## src/include/nav_setup_pkg.sv

```systemverilog
// Constants and carrier types for the navigation receiver setup command decoder.
// Assumes commands arrive already de-framed and de-stuffed, one byte per beat.
package nav_setup_pkg;

  // ----------------------------------------------------------------
  // Command and report codes
  // ----------------------------------------------------------------
  localparam logic [7:0] CMD_POS_XYZ = 8'h23;
  localparam logic [7:0] CMD_POS_LLA = 8'h2b;
  localparam logic [7:0] CMD_PARAMS = 8'h2c;
  localparam logic [7:0] CMD_OSC = 8'h2d;
  localparam logic [7:0] CMD_TIME = 8'h2e;
  localparam logic [7:0] CMD_UTC = 8'h2f;
  localparam logic [7:0] CMD_ACC_XYZ = 8'h31;
  localparam logic [7:0] RPT_BAD = 8'h13;
  localparam logic [7:0] RPT_PARAMS = 8'h4c;
  localparam logic [7:0] RPT_OSC = 8'h4d;
  localparam logic [7:0] RPT_TIME = 8'h4e;
  localparam logic [7:0] RPT_UTC = 8'h4f;
  localparam logic [7:0] CMD_NEWER_PARAMS = 8'hbb;

  // ----------------------------------------------------------------
  // Payload lengths and field offsets (bytes)
  // ----------------------------------------------------------------
  localparam logic [4:0] LEN_NONE = 5'h00;
  localparam logic [4:0] LEN_POS = 5'h0c;
  localparam logic [4:0] LEN_PARAMS = 5'h11;
  localparam logic [4:0] LEN_TIME = 5'h06;
  localparam logic [4:0] OFS_A = 5'h00;
  localparam logic [4:0] OFS_B = 5'h04;
  localparam logic [4:0] OFS_C = 5'h08;
  localparam logic [4:0] OFS_DYN = 5'h00;
  localparam logic [4:0] OFS_ELEV = 5'h01;
  localparam logic [4:0] OFS_SIG = 5'h05;
  localparam logic [4:0] OFS_DOP = 5'h09;
  localparam logic [4:0] OFS_DSW = 5'h0d;
  localparam logic [4:0] OFS_TOW = 5'h00;
  localparam logic [4:0] OFS_WEEK = 5'h04;
  // Report lengths, code byte included
  localparam logic [4:0] RLEN_PARAMS = 5'h12;
  localparam logic [4:0] RLEN_OSC = 5'h05;
  localparam logic [4:0] RLEN_TIME = 5'h07;
  localparam logic [4:0] RLEN_UTC = 5'h03;
  localparam logic [4:0] RLEN_BAD_HDR = 5'h02;

  // ----------------------------------------------------------------
  // Parameter codes and defaults
  // ----------------------------------------------------------------
  localparam logic [7:0] DYN_KEEP = 8'h00;
  localparam logic [7:0] DYN_LAND = 8'h01;
  localparam logic [7:0] DYN_AIR = 8'h03;
  localparam logic [31:0] ELEV_DEF = 32'h3db2b8d4;
  localparam logic [31:0] SIG_DEF = 32'h40800000;
  localparam logic [31:0] DOP_DEF = 32'h41400000;
  localparam logic [31:0] DSW_DEF = 32'h40a00000;
  localparam logic [2:0] MODE_AUTO = 3'h0;
  localparam logic [2:0] MODE_2D = 3'h3;
  localparam logic [2:0] MODE_3D = 3'h4;
  localparam logic [3:0] MIN_SV_3D = 4'h4;
  localparam logic [3:0] MIN_SV_2D = 4'h3;
  // Week count epoch: week 0 starts 6 Jan 1980, seconds from Sunday 00:00
  localparam int EPOCH_YEAR = 1980;

  // ----------------------------------------------------------------
  // Register offsets
  // ----------------------------------------------------------------
  localparam logic [11:0] REG_CTRL = 12'h000;
  localparam logic [11:0] REG_STATUS = 12'h004;
  localparam logic [11:0] REG_DYN = 12'h008;
  localparam logic [11:0] REG_ELEV = 12'h00c;
  localparam logic [11:0] REG_SIG = 12'h010;
  localparam logic [11:0] REG_DOP = 12'h014;
  localparam logic [11:0] REG_DSW = 12'h018;
  localparam logic [11:0] REG_TOW = 12'h01c;
  localparam logic [11:0] REG_WEEK = 12'h020;
  localparam logic [11:0] REG_POS_A = 12'h024;
  localparam logic [11:0] REG_POS_B = 12'h028;
  localparam logic [11:0] REG_POS_C = 12'h02c;

  // ----------------------------------------------------------------
  // Types
  // ----------------------------------------------------------------
  typedef enum logic [1:0] {DIM_NONE, DIM_2D, DIM_3D} fix_dim_e;
  typedef struct packed {
    logic first;
    logic last;
    logic [7:0] data;
  } pkt_byte_s;

endpackage

```

## src/verilog/nav_setup_cmds.sv

```systemverilog
// Setup command decoder: parses commands 0x23..0x31, keeps the setup state and answers.
// Assumes a framing layer on the same clock delivers bytes with first/last marks.
//
// How it works
// - Lat/lon/alt position holds three MSB-first singles: lat, lon, alt.
// - Approximate position is dropped unchanged while fixes are being produced.
// - Parameter command always answers with report 0x4C holding current values.
// - Dynamics code 0 keeps setting; 1 land default, 2 sea, 3 air.
// - Elevation mask default five degrees; satellites below it are unusable.
// - Signal mask default 4; weaker satellites are unusable for fixes.
// - DOP mask default 12; no fix while DOP exceeds it.
// - PDOP switch default 5 picks 3D or 2D in auto mode.
// - Auto: 3D with four satellites and PDOP within switch, else 2D.
// - PDOP switch only matters in auto mode, ignored in fixed modes.
// - Negative single field keeps its setting; rstn reloads the default settings.
// - Old parameter command stays accepted though 0xBB replaces it.
// - Oscillator request has no data and answers report 0x4D.
// - Set time: single time of week, INT16 week, answered by 0x4E.
// - Week 0 begins 6 Jan 1980; seconds count from Sunday midnight.
// - Set time is dropped once time came from a tracked satellite.
// - UTC request has no data and answers 0x4F with leap seconds.
// - Accurate XYZ position carries X, Y, Z singles in meters.
// - Accurate position is taken as exact and drives acquisition aiding.
// - Unparseable command is echoed with 0x13 before its code.
`timescale 1ns/1ps
`default_nettype none

module nav_setup_cmds
  import nav_setup_pkg::*;
#(
  parameter int BUF_BYTES = 17
) (
  // Clock and reset
  input wire logic clk,
  input wire logic rstn,
  // APB register port
  input wire logic psel,
  input wire logic penable,
  input wire logic pwrite,
  input wire logic [11:0] paddr,
  input wire logic [31:0] pwdata,
  output logic [31:0] prdata,
  output logic pready,
  output logic pslverr,
  // Command bytes from the framing layer
  input wire logic in_valid,
  input wire pkt_byte_s in_byte,
  output logic in_ready,
  // Report bytes to the framing layer
  output logic out_valid,
  output pkt_byte_s out_byte,
  input wire logic out_ready,
  // Tracking state
  input wire logic time_from_sv,
  input wire logic [3:0] sv_count,
  input wire logic [31:0] pdop,
  input wire logic [31:0] hdop,
  input wire logic [31:0] sv_elev,
  input wire logic [31:0] sv_level,
  input wire logic [31:0] osc_offset,
  input wire logic [15:0] leap_seconds,
  // Setup results
  output logic [7:0] dynamics,
  output logic pos_load,
  output logic pos_accurate,
  output fix_dim_e fix_dim,
  output logic sv_usable
);

  // ----------------------------------------------------------------
  // Helpers
  // ----------------------------------------------------------------
  // Float compare a > b; sign-magnitude ordering, +0 equals -0
  function automatic logic f_gt(input logic [31:0] a, input logic [31:0] b);
    if (a[31] != b[31]) return b[31] && !(a[30:0] == 31'h0 && b[30:0] == 31'h0);
    else if (a[31]) return a[30:0] < b[30:0];
    else return a[30:0] > b[30:0];
  endfunction

  // Byte j of a 136-bit MSB-first field vector
  function automatic logic [7:0] pick(input logic [135:0] v, input logic [4:0] j);
    return v[135 - 8 * int'(j) -: 8];
  endfunction

  typedef enum logic [1:0] {ST_RX, ST_EXEC, ST_SEND} state_e;

  state_e state;
  logic [7:0] buf_mem [BUF_BYTES];
  logic [7:0] cmd;
  logic [4:0] cnt;
  logic ovf;
  logic [31:0] elev_mask, sig_mask, dop_mask, dop_switch;
  logic [31:0] tow;
  logic [15:0] week;
  logic time_set;
  logic [31:0] pos_a, pos_b, pos_c;
  logic pos_valid, pos_llh;
  logic [2:0] fix_mode;
  logic [7:0] rsp_code;
  logic [4:0] rsp_len, idx;
  logic [7:0] out_data;

  // Single at a payload offset, MSB first
  function automatic logic [31:0] be32(input logic [4:0] o);
    return {buf_mem[o], buf_mem[o + 5'h1], buf_mem[o + 5'h2], buf_mem[o + 5'h3]};
  endfunction

  // ----------------------------------------------------------------
  // Command reception
  // ----------------------------------------------------------------
  assign in_ready = (state == ST_RX);

  logic take;
  assign take = in_valid && in_ready;

  always_ff @(posedge clk or negedge rstn) begin
    if (!rstn) begin
      cmd <= 8'h00;
      cnt <= 5'h00;
      ovf <= 1'b0;
    end else if (take) begin
      if (in_byte.first) begin
        cmd <= in_byte.data;
        cnt <= 5'h00;
        ovf <= 1'b0;
      end else if (int'(cnt) < BUF_BYTES) begin
        cnt <= cnt + 5'h1;
      end else begin
        ovf <= 1'b1;
      end
    end
  end

  always_ff @(posedge clk) begin
    if (take && !in_byte.first && int'(cnt) < BUF_BYTES) begin
      buf_mem[cnt] <= in_byte.data;
    end
  end

  // ----------------------------------------------------------------
  // Decode
  // ----------------------------------------------------------------
  logic len_ok, fixing, is_exec;
  logic [7:0] exec_code;
  logic [4:0] exec_len;

  assign fixing = (fix_dim != DIM_NONE);
  assign is_exec = (state == ST_EXEC);

  always_comb begin
    case (cmd)
      CMD_POS_XYZ, CMD_POS_LLA, CMD_ACC_XYZ: len_ok = (cnt == LEN_POS);
      CMD_PARAMS: len_ok = (cnt == LEN_PARAMS);
      CMD_TIME: len_ok = (cnt == LEN_TIME);
      CMD_OSC, CMD_UTC: len_ok = (cnt == LEN_NONE);
      default: len_ok = 1'b0;
    endcase
    if (ovf) len_ok = 1'b0;
  end

  always_comb begin
    exec_code = 8'h00;
    exec_len = 5'h00;
    if (!len_ok) begin
      exec_code = RPT_BAD;
      exec_len = cnt + RLEN_BAD_HDR;
    end else begin
      case (cmd)
        CMD_PARAMS: begin
          exec_code = RPT_PARAMS;
          exec_len = RLEN_PARAMS;
        end
        CMD_OSC: begin
          exec_code = RPT_OSC;
          exec_len = RLEN_OSC;
        end
        CMD_TIME: begin
          exec_code = time_from_sv ? 8'h00 : RPT_TIME;
          exec_len = time_from_sv ? 5'h00 : RLEN_TIME;
        end
        CMD_UTC: begin
          exec_code = RPT_UTC;
          exec_len = RLEN_UTC;
        end
        default: begin
          exec_code = 8'h00;
          exec_len = 5'h00;
        end
      endcase
    end
  end

  // ----------------------------------------------------------------
  // Sequencer
  // ----------------------------------------------------------------
  always_ff @(posedge clk or negedge rstn) begin
    if (!rstn) begin
      state <= ST_RX;
      idx <= 5'h00;
      rsp_code <= 8'h00;
      rsp_len <= 5'h00;
    end else begin
      case (state)
        ST_RX: if (take && in_byte.last) state <= ST_EXEC;
        ST_EXEC: begin
          idx <= 5'h00;
          rsp_code <= exec_code;
          rsp_len <= exec_len;
          state <= (exec_len == 5'h00) ? ST_RX : ST_SEND;
        end
        ST_SEND: if (out_ready) begin
          if (idx == rsp_len - 5'h1) state <= ST_RX;
          else idx <= idx + 5'h1;
        end
        default: state <= ST_RX;
      endcase
    end
  end

  // ----------------------------------------------------------------
  // Parameters
  // ----------------------------------------------------------------
  logic do_params;
  assign do_params = is_exec && len_ok && cmd == CMD_PARAMS;

  always_ff @(posedge clk or negedge rstn) begin
    if (!rstn) begin
      dynamics <= DYN_LAND;
      elev_mask <= ELEV_DEF;
      sig_mask <= SIG_DEF;
      dop_mask <= DOP_DEF;
      dop_switch <= DSW_DEF;
    end else if (do_params) begin
      if (buf_mem[OFS_DYN] != DYN_KEEP && buf_mem[OFS_DYN] <= DYN_AIR)
        dynamics <= buf_mem[OFS_DYN];
      if (!buf_mem[OFS_ELEV][7]) elev_mask <= be32(OFS_ELEV);
      if (!buf_mem[OFS_SIG][7]) sig_mask <= be32(OFS_SIG);
      if (!buf_mem[OFS_DOP][7]) dop_mask <= be32(OFS_DOP);
      if (!buf_mem[OFS_DSW][7]) dop_switch <= be32(OFS_DSW);
    end
  end

  // ----------------------------------------------------------------
  // Position and time
  // ----------------------------------------------------------------
  logic do_pos, do_time;
  assign do_pos = is_exec && len_ok && (cmd == CMD_ACC_XYZ ||
                  ((cmd == CMD_POS_XYZ || cmd == CMD_POS_LLA) && !fixing));
  assign do_time = is_exec && len_ok && cmd == CMD_TIME && !time_from_sv;

  always_ff @(posedge clk or negedge rstn) begin
    if (!rstn) begin
      pos_a <= 32'h0;
      pos_b <= 32'h0;
      pos_c <= 32'h0;
      pos_valid <= 1'b0;
      pos_llh <= 1'b0;
      pos_accurate <= 1'b0;
      pos_load <= 1'b0;
    end else begin
      pos_load <= do_pos;
      if (do_pos) begin
        pos_a <= be32(OFS_A);
        pos_b <= be32(OFS_B);
        pos_c <= be32(OFS_C);
        pos_valid <= 1'b1;
        pos_llh <= (cmd == CMD_POS_LLA);
        pos_accurate <= (cmd == CMD_ACC_XYZ);
      end
    end
  end

  always_ff @(posedge clk or negedge rstn) begin
    if (!rstn) begin
      tow <= 32'h0;
      week <= 16'h0;
      time_set <= 1'b0;
    end else if (do_time) begin
      tow <= be32(OFS_TOW);
      week <= {buf_mem[OFS_WEEK], buf_mem[OFS_WEEK + 5'h1]};
      time_set <= 1'b1;
    end
  end

  // ----------------------------------------------------------------
  // Fix dimension and satellite use
  // ----------------------------------------------------------------
  fix_dim_e next_fix_dim;
  logic ok3d, ok2d;

  assign ok3d = sv_count >= MIN_SV_3D && !f_gt(pdop, dop_mask);
  assign ok2d = sv_count >= MIN_SV_2D && !f_gt(hdop, dop_mask);

  always_comb begin
    case (fix_mode)
      MODE_AUTO: begin
        if (ok3d && !f_gt(pdop, dop_switch)) next_fix_dim = DIM_3D;
        else if (ok2d) next_fix_dim = DIM_2D;
        else next_fix_dim = DIM_NONE;
      end
      MODE_2D: next_fix_dim = ok2d ? DIM_2D : DIM_NONE;
      MODE_3D: next_fix_dim = ok3d ? DIM_3D : DIM_NONE;
      default: next_fix_dim = DIM_NONE;
    endcase
  end

  always_ff @(posedge clk or negedge rstn) begin
    if (!rstn) begin
      fix_dim <= DIM_NONE;
      sv_usable <= 1'b0;
    end else begin
      fix_dim <= next_fix_dim;
      sv_usable <= !f_gt(elev_mask, sv_elev) && !f_gt(sig_mask, sv_level);
    end
  end

  // ----------------------------------------------------------------
  // Report output
  // ----------------------------------------------------------------
  logic [4:0] sel_idx;
  logic [7:0] sel_code, sel_byte;
  logic [135:0] vec;

  assign sel_idx = is_exec ? 5'h00 : idx + 5'h1;
  assign sel_code = is_exec ? exec_code : rsp_code;

  always_comb begin
    case (sel_code)
      RPT_PARAMS: vec = {dynamics, elev_mask, sig_mask, dop_mask, dop_switch};
      RPT_OSC: vec = {osc_offset, 104'h0};
      RPT_TIME: vec = {tow, week, 88'h0};
      RPT_UTC: vec = {leap_seconds, 120'h0};
      default: vec = 136'h0;
    endcase
    if (sel_idx == 5'h00) sel_byte = sel_code;
    else if (sel_code == RPT_BAD && sel_idx == 5'h01) sel_byte = cmd;
    else if (sel_code == RPT_BAD) sel_byte = buf_mem[sel_idx - RLEN_BAD_HDR];
    else sel_byte = pick(vec, sel_idx - 5'h1);
  end

  always_ff @(posedge clk or negedge rstn) begin
    if (!rstn) out_data <= 8'h00;
    else if (is_exec || (state == ST_SEND && out_ready)) out_data <= sel_byte;
  end

  assign out_valid = (state == ST_SEND);
  assign out_byte = '{first: idx == 5'h00, last: idx == rsp_len - 5'h1, data: out_data};

  // ----------------------------------------------------------------
  // APB registers
  // ----------------------------------------------------------------
  logic mapped;
  assign pready = 1'b1;

  always_comb begin
    mapped = 1'b1;
    case (paddr)
      REG_CTRL: prdata = {29'h0, fix_mode};
      REG_STATUS: prdata = {25'h0, pos_llh, pos_accurate, pos_valid, time_set,
                            time_from_sv, fix_dim};
      REG_DYN: prdata = {24'h0, dynamics};
      REG_ELEV: prdata = elev_mask;
      REG_SIG: prdata = sig_mask;
      REG_DOP: prdata = dop_mask;
      REG_DSW: prdata = dop_switch;
      REG_TOW: prdata = tow;
      REG_WEEK: prdata = {16'h0, week};
      REG_POS_A: prdata = pos_a;
      REG_POS_B: prdata = pos_b;
      REG_POS_C: prdata = pos_c;
      default: begin
        prdata = 32'h0;
        mapped = 1'b0;
      end
    endcase
  end

  assign pslverr = psel && penable && !mapped;

  always_ff @(posedge clk or negedge rstn) begin
    if (!rstn) fix_mode <= MODE_AUTO;
    else if (psel && penable && pwrite && paddr == REG_CTRL) fix_mode <= pwdata[2:0];
  end

  // ----------------------------------------------------------------
  // Checks
  // ----------------------------------------------------------------
  chk_params_report: assert property (@(posedge clk) disable iff (!rstn)
    do_params |=> out_valid && out_data == RPT_PARAMS && rsp_len == RLEN_PARAMS)
    else $error("parameter command not answered with 0x4C");

  chk_approx_drop: assert property (@(posedge clk) disable iff (!rstn)
    is_exec && cmd == CMD_POS_XYZ && fixing |=> !pos_load && $stable(pos_a))
    else $error("approximate position taken while fixing");

  chk_negative_keep: assert property (@(posedge clk) disable iff (!rstn)
    do_params && buf_mem[OFS_ELEV][7] |=> $stable(elev_mask))
    else $error("negative elevation field changed the mask");

  chk_dyn_keep: assert property (@(posedge clk) disable iff (!rstn)
    do_params && buf_mem[OFS_DYN] == DYN_KEEP |=> dynamics == $past(dynamics))
    else $error("dynamics code 0 changed the setting");

  chk_auto_3d: assert property (@(posedge clk) disable iff (!rstn)
    fix_mode == MODE_AUTO && sv_count >= MIN_SV_3D && !f_gt(pdop, dop_switch)
    && !f_gt(pdop, dop_mask) |=> fix_dim == DIM_3D)
    else $error("auto mode missed a 3D fix");

  chk_mask_nofix: assert property (@(posedge clk) disable iff (!rstn)
    fix_mode == MODE_3D && f_gt(pdop, dop_mask) |=> fix_dim == DIM_NONE)
    else $error("fix computed above DOP mask");

  chk_fixed_3d: assert property (@(posedge clk) disable iff (!rstn)
    fix_mode == MODE_3D && ok3d && f_gt(pdop, dop_switch) |=> fix_dim == DIM_3D)
    else $error("PDOP switch acted outside auto mode");

  chk_time_drop: assert property (@(posedge clk) disable iff (!rstn)
    is_exec && len_ok && cmd == CMD_TIME && time_from_sv |=> $stable(tow) && state == ST_RX)
    else $error("set time accepted after satellite time");

  chk_bad_echo: assert property (@(posedge clk) disable iff (!rstn)
    is_exec && !len_ok |=> out_data == RPT_BAD ##1 (out_valid && out_data == $past(cmd, 2))
    or (!out_ready && out_data == RPT_BAD))
    else $error("unparseable command not echoed with 0x13");

  chk_osc_report: assert property (@(posedge clk) disable iff (!rstn)
    is_exec && len_ok && cmd == CMD_OSC |=> out_valid && out_data == RPT_OSC)
    else $error("oscillator request not answered with 0x4D");

  chk_utc_report: assert property (@(posedge clk) disable iff (!rstn)
    is_exec && len_ok && cmd == CMD_UTC |=> out_data == RPT_UTC && rsp_len == RLEN_UTC)
    else $error("UTC request not answered with 0x4F");

  chk_accurate_pos: assert property (@(posedge clk) disable iff (!rstn)
    is_exec && len_ok && cmd == CMD_ACC_XYZ |=> pos_load && pos_accurate)
    else $error("accurate position not taken as exact");

  cov_params: cover property (@(posedge clk) disable iff (!rstn) do_params);
  cov_time_set: cover property (@(posedge clk) disable iff (!rstn) do_time);
  cov_bad: cover property (@(posedge clk) disable iff (!rstn) is_exec && !len_ok);
  cov_auto_2d: cover property (@(posedge clk) disable iff (!rstn)
    fix_mode == MODE_AUTO && fix_dim == DIM_2D);

endmodule

`default_nettype wire

```

## config.mk

```make
export PLATFORM = sky130hd
export DESIGN_NAME = nav_setup_cmds
export DESIGN_NICKNAME = d
export VERILOG_FILES = /design/src/include/nav_setup_pkg.sv /design/src/verilog/nav_setup_cmds.sv
export SDC_FILE = /design/constraint.sdc
export NUM_CORES = 1
export LEC_CHECK = 0
export ABC_CLOCK_PERIOD_IN_PS = 5000
export BUFFER_PORTS_ARGS = -buffer_cell sky130_fd_sc_hd__clkbuf_2
export CAP_MARGIN = 5
export CORE_ASPECT_RATIO = 1.5
export CORE_MARGIN = 4
export CORE_UTILIZATION = 40
export DETAILED_ROUTE_END_ITERATION = 8
export PLACE_DENSITY = 0.68
export SLEW_MARGIN = 40
export SYNTH_ARGS = -nofsm -noshare
export SYNTH_HDL_FRONTEND = slang
export SYNTH_SLANG_ARGS = --single-unit
export TNS_END_PERCENT = 30
```

## constraint.sdc

```tcl
create_clock -name clk -period 5 [get_ports clk]
set_input_delay 0.75 -clock clk [delete_from_list [all_inputs] [get_ports clk]]
set_output_delay 0.75 -clock clk [all_outputs]
set_load 0.02 [all_outputs]
```

==> results.cfg, run 1 <==
[synthesis]
synth_cell_type_count = 94
ys_seq_area_share_pct = 51.2
avgSynthCellArea_um2 = 11.6
ys_seq_elements = 585
synth_area_mm2 = 0.0312
synth_compound_area_share_pct = 15.5
synth_top_area_share_pct = 24.7
yosys-top-cells-count = dfrtp_1 (303), edfxtp_1 (256), mux2_2 (216), nand2_1 (216), ha_1 (168)
synth_xor_area_share_pct = 0.707
yosysTopAreaCell = edfxtp_1
synthAdderAreaFrac_pct = 6.75
synthTopCellsByArea = edfxtp_1 (25%), dfrtp_1 (24%), mux2_2 (7.8%)
synth_most_common_cell = dfrtp_1
synth_warnings = 0
synth_top_family_by_area = compound AO/OA/AOI/OAI gates
muxShareOfSynthArea_pct = 12.2
synth_ff_type = dfrtp_1
synth_edf_count = 256
synth-simple-area-share_pct = 9.65
synth_cells = 2678
synthArstFlopShare_pct = 56.2

[drt]
drtPass1Iterations = 6
post-route-drc-count = 0
drt_iter0_drc = 3542
drt_wl_total_um = 130000
vias = 25619
wire_per_inst_um = 32.0
ant_nets = 0
via_per_inst = 6.29

[setup_path]
endpoint_kind = primary output
critical_path_required_ns = 4.25
worstPathArrival_ns = 3.59
criticalPathCategory = input pin to primary output
cp_max_fo = 5
startpoint_type = input pin
rr_worst_depth = 11

[sta]
tns_ns = 0
rsz0062_at_grt = no
hold_violations = 0
fin_worst_skew_ns = 0.0290
period_minus_slack_ns = 4.34
slew_headroom_pct = 33.5
setup_violations = 0
whs_ns = 0.335
fin_crit_sh_pct = 86.9
tightest_slew_ns = 0.972
drv_slew = 0
max_freq_ghz = 0.230

[power_and_ir_drop]
p_sw_uw = 7820
swShare_pct = 42.0
seqPwrFrac_pct = 29.3
power.share.clock_pct = 23.7
p_leak_uw = 0.0153
p_int_uw = 10800
p_per_area_mw_per_mm2 = 514
power.share.combinational_pct = 46.9
power_uw = 18600
irDropWorstVdd_uv = 402

[placed_design]
place_hpwl_um = 98900
dpl_cell_area_mm2 = 0.0342
portBuffers = 270
gp_congestion = 1.02

[floorplan]
die_h_um = 350
num_rows = 125
pin_count = 301
fp.dieW_um = 236
start_util_pct = 40.3
dieArea_mm2 = 0.0825
design.core.area_mm2 = 0.0774

[global_routing]
grt_max_degree = 99
grt_pass1_vias = 25141
grt_pass1_wl_um = 182000
overflow = 0
track_usage_pct = 30.5
antenna_found_initial = 8

[finish]
design_area_mm2 = 0.0362
multiInputGateArea_mm2 = 0.0143
seq_area_mm2 = 0.0160
drive_above_1_share_pct = 25.9
fin_nets = 3420
areaGrowthSynthToFinish_pct = 16.2
fillers = 7167

[run]
cap_violations = 0

[clocking]
cts_max_level = 2
cts_buffers = 56
root_buffer = clkbuf_16
cts_tree = built
clockBufferDepth = 3
cts_sinks = 585
cts_setup_buffers = 0
clk_latency_ns = 0.66
clk_pin_slew_ns = 0.06

[outcome]
status = finished clean

[min_path]
hold_path_class = input pin to flop
whs_path_depth = 2
-- repair_timing --
action | CTS | global route
hold buffers | 0 | 1
endpoints found under the hold margin | 0 | 24
gates resized for setup | 0 | 0
-- routing by layer --
layer  wire length [µm]  track usage, %
met5                 23               0
met4              13100            24.0
met3              11500            5.68
met2              60400            50.0
met1              45300            35.2
-- worst paths after layout --
path                            from            to  slack (ns)
setup / recovery            paddr[9]     prdata[1]        0.66
hold / removal             pwdata[2]   fix_mode[2]        0.33
setup reg to reg              cnt[4]   out_data[5]        0.72
hold reg to reg             time_set      time_set        0.48
max in group asynchronous       rstn       tow[31]        3.14
min in group asynchronous       rstn  sig_mask[13]        0.57
-- registers in the layout, indices dropped and copies added, names as in the netlist, 2 cells and up --
| signal | flops |
|---|---|
| buf_mem | 256 |
| cmd | 8 |
| cnt | 5 |
| dop_mask | 31 |
| dop_switch | 31 |
| dynamics | 8 |
| elev_mask | 31 |
| fix_dim | 2 |
| fix_mode | 3 |
| idx | 5 |
| out_data | 8 |
| pos_a | 32 |
| pos_b | 32 |
| pos_c | 32 |
| rsp_code | 8 |
| rsp_len | 5 |
| sig_mask | 31 |
| state | 2 |
| tow | 32 |
| week | 16 |
-- worst max-delay path, cell delays in order --
cell	delay [ns]
clkbuf_2	0.08
or4_1	0.51
nor3_1	0.15
buf_4	0.17
or3b_2	0.52
nor2_1	0.49
a22o_1	0.37
a221oi_1	0.08
nand3_1	0.25
clkbuf_2	0.23
-- stage by stage --
stage / util (%) / std cells / setup slack, ns
floorplan: - / 2741 / 0.603
global placement: 44.2 / 3965 / 0.759
detailed placement: 44.2 / 3965 / 0.777
CTS: 46.6 / 4071 / 0.754
global route: 46.8 / 4074 / 0.551
finish: 46.8 / 4076 / 0.657
-- final cells by class --
class,count,share of cell area [%]
flip-flops and latches,585,44.1
multi-input cells,1858,39.5
repair buffers,357,6.08
clock buffers,72,4.32
well taps,1016,3.51
inverters,152,1.59
clock inverters,34,0.899
diodes,2,0.0138
-- power by group through the flow --
stage	registers [µW]	clock network, µW	logic (µW)
floorplan	5470	0	4970
finish	5460	4420	8740
global route	5490	4640	9010
detailed placement	5560	0	8460
CTS	5460	4440	8490
global placement	5550	0	8430
-- kinds of logic after synthesis --
kind of cell             Yosys count
adder cells (fa/ha/maj)          168
AO/OA/AOI/OAI                    704
other                              2
XOR/XNOR                          21
buffers and inverters            298
flip-flops                       585
multiplexers                     292
AND/OR/NAND/NOR                  608
-- layout by cell type, fill, tap and decap left out, types with 17 or more instances in the layout --
master | synthesis | final
nor4_1 | 35 | 35
mux4_2 | 49 | 49
nand2_1 | 216 | 215
inv_1 | 149 | 149
edfxtp_1 | 256 | 256
a211oi_1 | 19 | 19
buf_4 | 10 | 74
a22o_1 | 38 | 38
a31oi_1 | 17 | 17
dfstp_2 | 26 | 26
clkbuf_2 | 0 | 262
clkbuf_16 | 0 | 57
ha_1 | 168 | 167
a22oi_1 | 78 | 77
a21o_1 | 38 | 38
mux2i_1 | 27 | 27
nor2_2 | 2 | 17
o211ai_1 | 21 | 21
nor2_1 | 90 | 73
dfrtp_1 | 303 | 302
nand2b_1 | 25 | 25
nor3_1 | 37 | 35
conb_1 | 2 | 65
o22ai_1 | 67 | 67
nor2b_1 | 30 | 30
a21oi_1 | 101 | 101
o21ai_0 | 160 | 160
nand4_1 | 55 | 55
a221oi_1 | 48 | 48
mux2_2 | 216 | 216
nand3_1 | 58 | 58
No activity file was read; power rests on OpenSTA's default activity.
==> run 2, diff against run 1 <==
Settings changed: ABC_AREA set to 1.
==> run 2 against run 1 <==
  * Sequential share of layout area down 0.44 points
  * Sequential power down 3%
  * Clock power rose by 4%
  * Clock-buffer cell count is 1 higher
  * Combinational power down 29%
  * Hold slack lost 0.030 ns
  * Register-to-register slack better by 0.17 ns
  * Routed wire length is 3.4% higher
  * First-iteration DRC count is 9.7% higher
  * Die area grew 1.6%
  * Critical path depth did not move
  * Critical path type unchanged
  * Largest cell class unchanged
==> results.cfg, run 2 <==
[synthesis]
avgSynthCellArea_um2 = 8.71
synth_most_common_cell = nand2_1
yosys-top-cells-count = nand2_1 (796), o21ai_0 (486), inv_1 (399)
synth_edf_count = 256
ys_seq_elements = 585
yosysTopAreaCell = edfxtp_1
synth_cells = 3639
synth_warnings = 0
synth_cell_type_count = 63
synth_top_area_share_pct = 24.3
synth_area_mm2 = 0.0317
synth_ff_type = dfrtp_1
ys_seq_area_share_pct = 50.3
synthArstFlopShare_pct = 56.2
synthTopCellsByArea = edfxtp_1 (24%), dfrtp_1 (24%), nand2_1 (9.4%)

[run]
cap_violations = 0

[drt]
wire_per_inst_um = 27.0
drtPass1Iterations = 9
drt_iter0_drc = 3887
ant_nets = 0
vias = 29245
drt_wl_total_um = 135000
via_per_inst = 5.85
post-route-drc-count = 0

[clocking]
cts_sinks = 585
cts_resized = 0
clk_latency_ns = 0.66
clockBufferDepth = 3
cts_buffers = 57
cts_max_level = 2
clk_pin_slew_ns = 0.06
cts_setup_buffers = 0
cts_tree = built
cts_hold_buf = 1
root_buffer = clkbuf_16

[sta]
whs_ns = 0.304
tightest_slew_ns = 0.993
hold_violations = 0
tns_ns = 0
fin_crit_sh_pct = 86.5
setup_violations = 0
slew_headroom_pct = 33.2
fin_worst_skew_ns = 0.0412
rsz0062_at_grt = no
drv_slew = 0
period_minus_slack_ns = 4.33
max_freq_ghz = 0.231

[finish]
largest_register_ffs = 256
areaGrowthSynthToFinish_pct = 15.4
final_cell_mix = nand2_1 (793), o21ai_0 (481), inv_1 (397)
fin_nets = 4329
fillers = 7573
drive_above_1_share_pct = 13.7
mostFrequentLayoutCell = nand2_1
regMostFlops = buf_mem

[power_and_ir_drop]
swShare_pct = 41.0
p_sw_uw = 6610
p_leak_uw = 0.0160
power.share.combinational_pct = 38.5
power.share.clock_pct = 28.5
p_int_uw = 9510
irDropWorstVdd_uv = 293
p_per_area_mw_per_mm2 = 441
seqPwrFrac_pct = 33.0

[floorplan]
die_h_um = 353
start_util_pct = 40.3
dieArea_mm2 = 0.0839
design.core.area_mm2 = 0.0787
fp.dieW_um = 238
pin_count = 301
num_rows = 126

[placed_design]
portBuffers = 270
place_hpwl_um = 100000
gp_congestion = 1.05

[global_routing]
overflow = 0
antenna_found_initial = 11
track_usage_pct = 31.2
grt_pass1_wl_um = 190000
grt_pass1_vias = 27547
grt_max_degree = 198

[setup_path]
worstPathArrival_ns = 3.58
criticalPathCategory = input pin to primary output
critical_path_required_ns = 4.25
startpoint_type = input pin
endpoint_kind = primary output
cp_max_fo = 8

[min_path]
hold_path_class = input pin to flop

[outcome]
status = finished clean
## run 2: cell types whose count changed after synthesis, moves of 30 or more
cell / previous run / this run
a21o_1: 38 / 4
nand2_1: 216 / 796
a21oi_1: 101 / 205
nor2b_1: 30 / 0
o21ai_0: 160 / 486
nor2_1: 90 / 213
nand3_1: 58 / 104
mux4_2: 49 / 0
mux2_2: 216 / 3
clkbuf_1: 82 / 136
a22oi_1: 78 / 21
inv_1: 149 / 399
## run 2: path summary, 6_finish.rpt
check | from | endpoint | slack, ns | cells after the start
min in group asynchronous | rstn | elev_mask[22] | 0.58 | 2
hold / removal | in_byte[8] | state[0] | 0.30 | 3
hold reg to reg | time_set | time_set | 0.48 | 2
setup / recovery | paddr[1] | prdata[30] | 0.67 | 10
max in group asynchronous | rstn | sig_mask[8] | 3.10 | 4
setup reg to reg | idx[0] | out_data[2] | 0.89 | 19
## run 2: logic make-up (layout without fill, tap and decap cells)
logic type | after synthesis | in the layout | share of synthesized area, %
DFF | 585 | 585 | 50.3
other | 2 | 69 | 0.0237
xor gates and xnor gates | 15 | 15 | 0.415
buffers and inverters | 588 | 854 | 7.17
and+or+nand+nor | 1299 | 1299 | 17.6
AOI/OAI and AO/OA | 979 | 979 | 17.7
muxes | 3 | 3 | 0.107
adders and majority gates | 168 | 168 | 6.63
## run 2: cell type report
| class | count | area [µm²] | area share (%) |
|---|---|---|---|
| flip-flops and latches | 585 | 16000 | 43.6 |
| multi-input cells | 2529 | 13800 | 37.8 |
| repair buffers | 334 | 1980 | 5.43 |
| inverters | 412 | 1550 | 4.24 |
| clock buffers | 73 | 1540 | 4.20 |
| well taps | 1024 | 1280 | 3.50 |
| clock inverters | 35 | 444 | 1.21 |
| diodes | 4 | 10.0 | 0.0274 |
## run 2: routing by layer
metal  share of wire, %  track usage, %  vias to the layer above
met5              0.029               0                        -
met4                 11            26.6                        6
met3                8.2            5.98                      533
met2                 46            49.7                     1729
met1                 35            35.8                    13891
li1                   -               -                    13086
## run 2: stage by stage
stage / util, % / cell area (µm²) / cells / setup slack, ns / power [µW]
6_report: 46.5 / 36600 / 4996 / 0.673 / 16100
5_1_grt: 46.5 / 36600 / 4993 / 0.634 / 16800
4_1_cts: 46.3 / 36400 / 4989 / 0.928 / 16000
3_5_place_dp: 43.8 / 34500 / 4880 / 0.930 / 11400
3_3_place_gp: 43.7 / 34400 / 4879 / 0.713 / 11300
2_1_floorplan: - / 31900 / 3702 / 0.929 / 9050
## run 2: power groups by stage
stage	registers [µW]	clock network (µW)	logic [µW]
after global routing	5330	4820	6640
after floorplan	5410	0	3640
after detailed placement	5410	0	5990
after global placement	5410	0	5940
final	5320	4590	6210
after CTS	5320	4630	6020
## run 2: critical path, stage by stage
cell	delay, ns
clkbuf_2	0.08
nor2_1	0.30
inv_1	0.08
nor2_1	0.15
nand3_1	0.20
nor2_1	0.45
inv_1	0.34
o21ai_0	0.80
or4_1	0.26
clkbuf_2	0.18
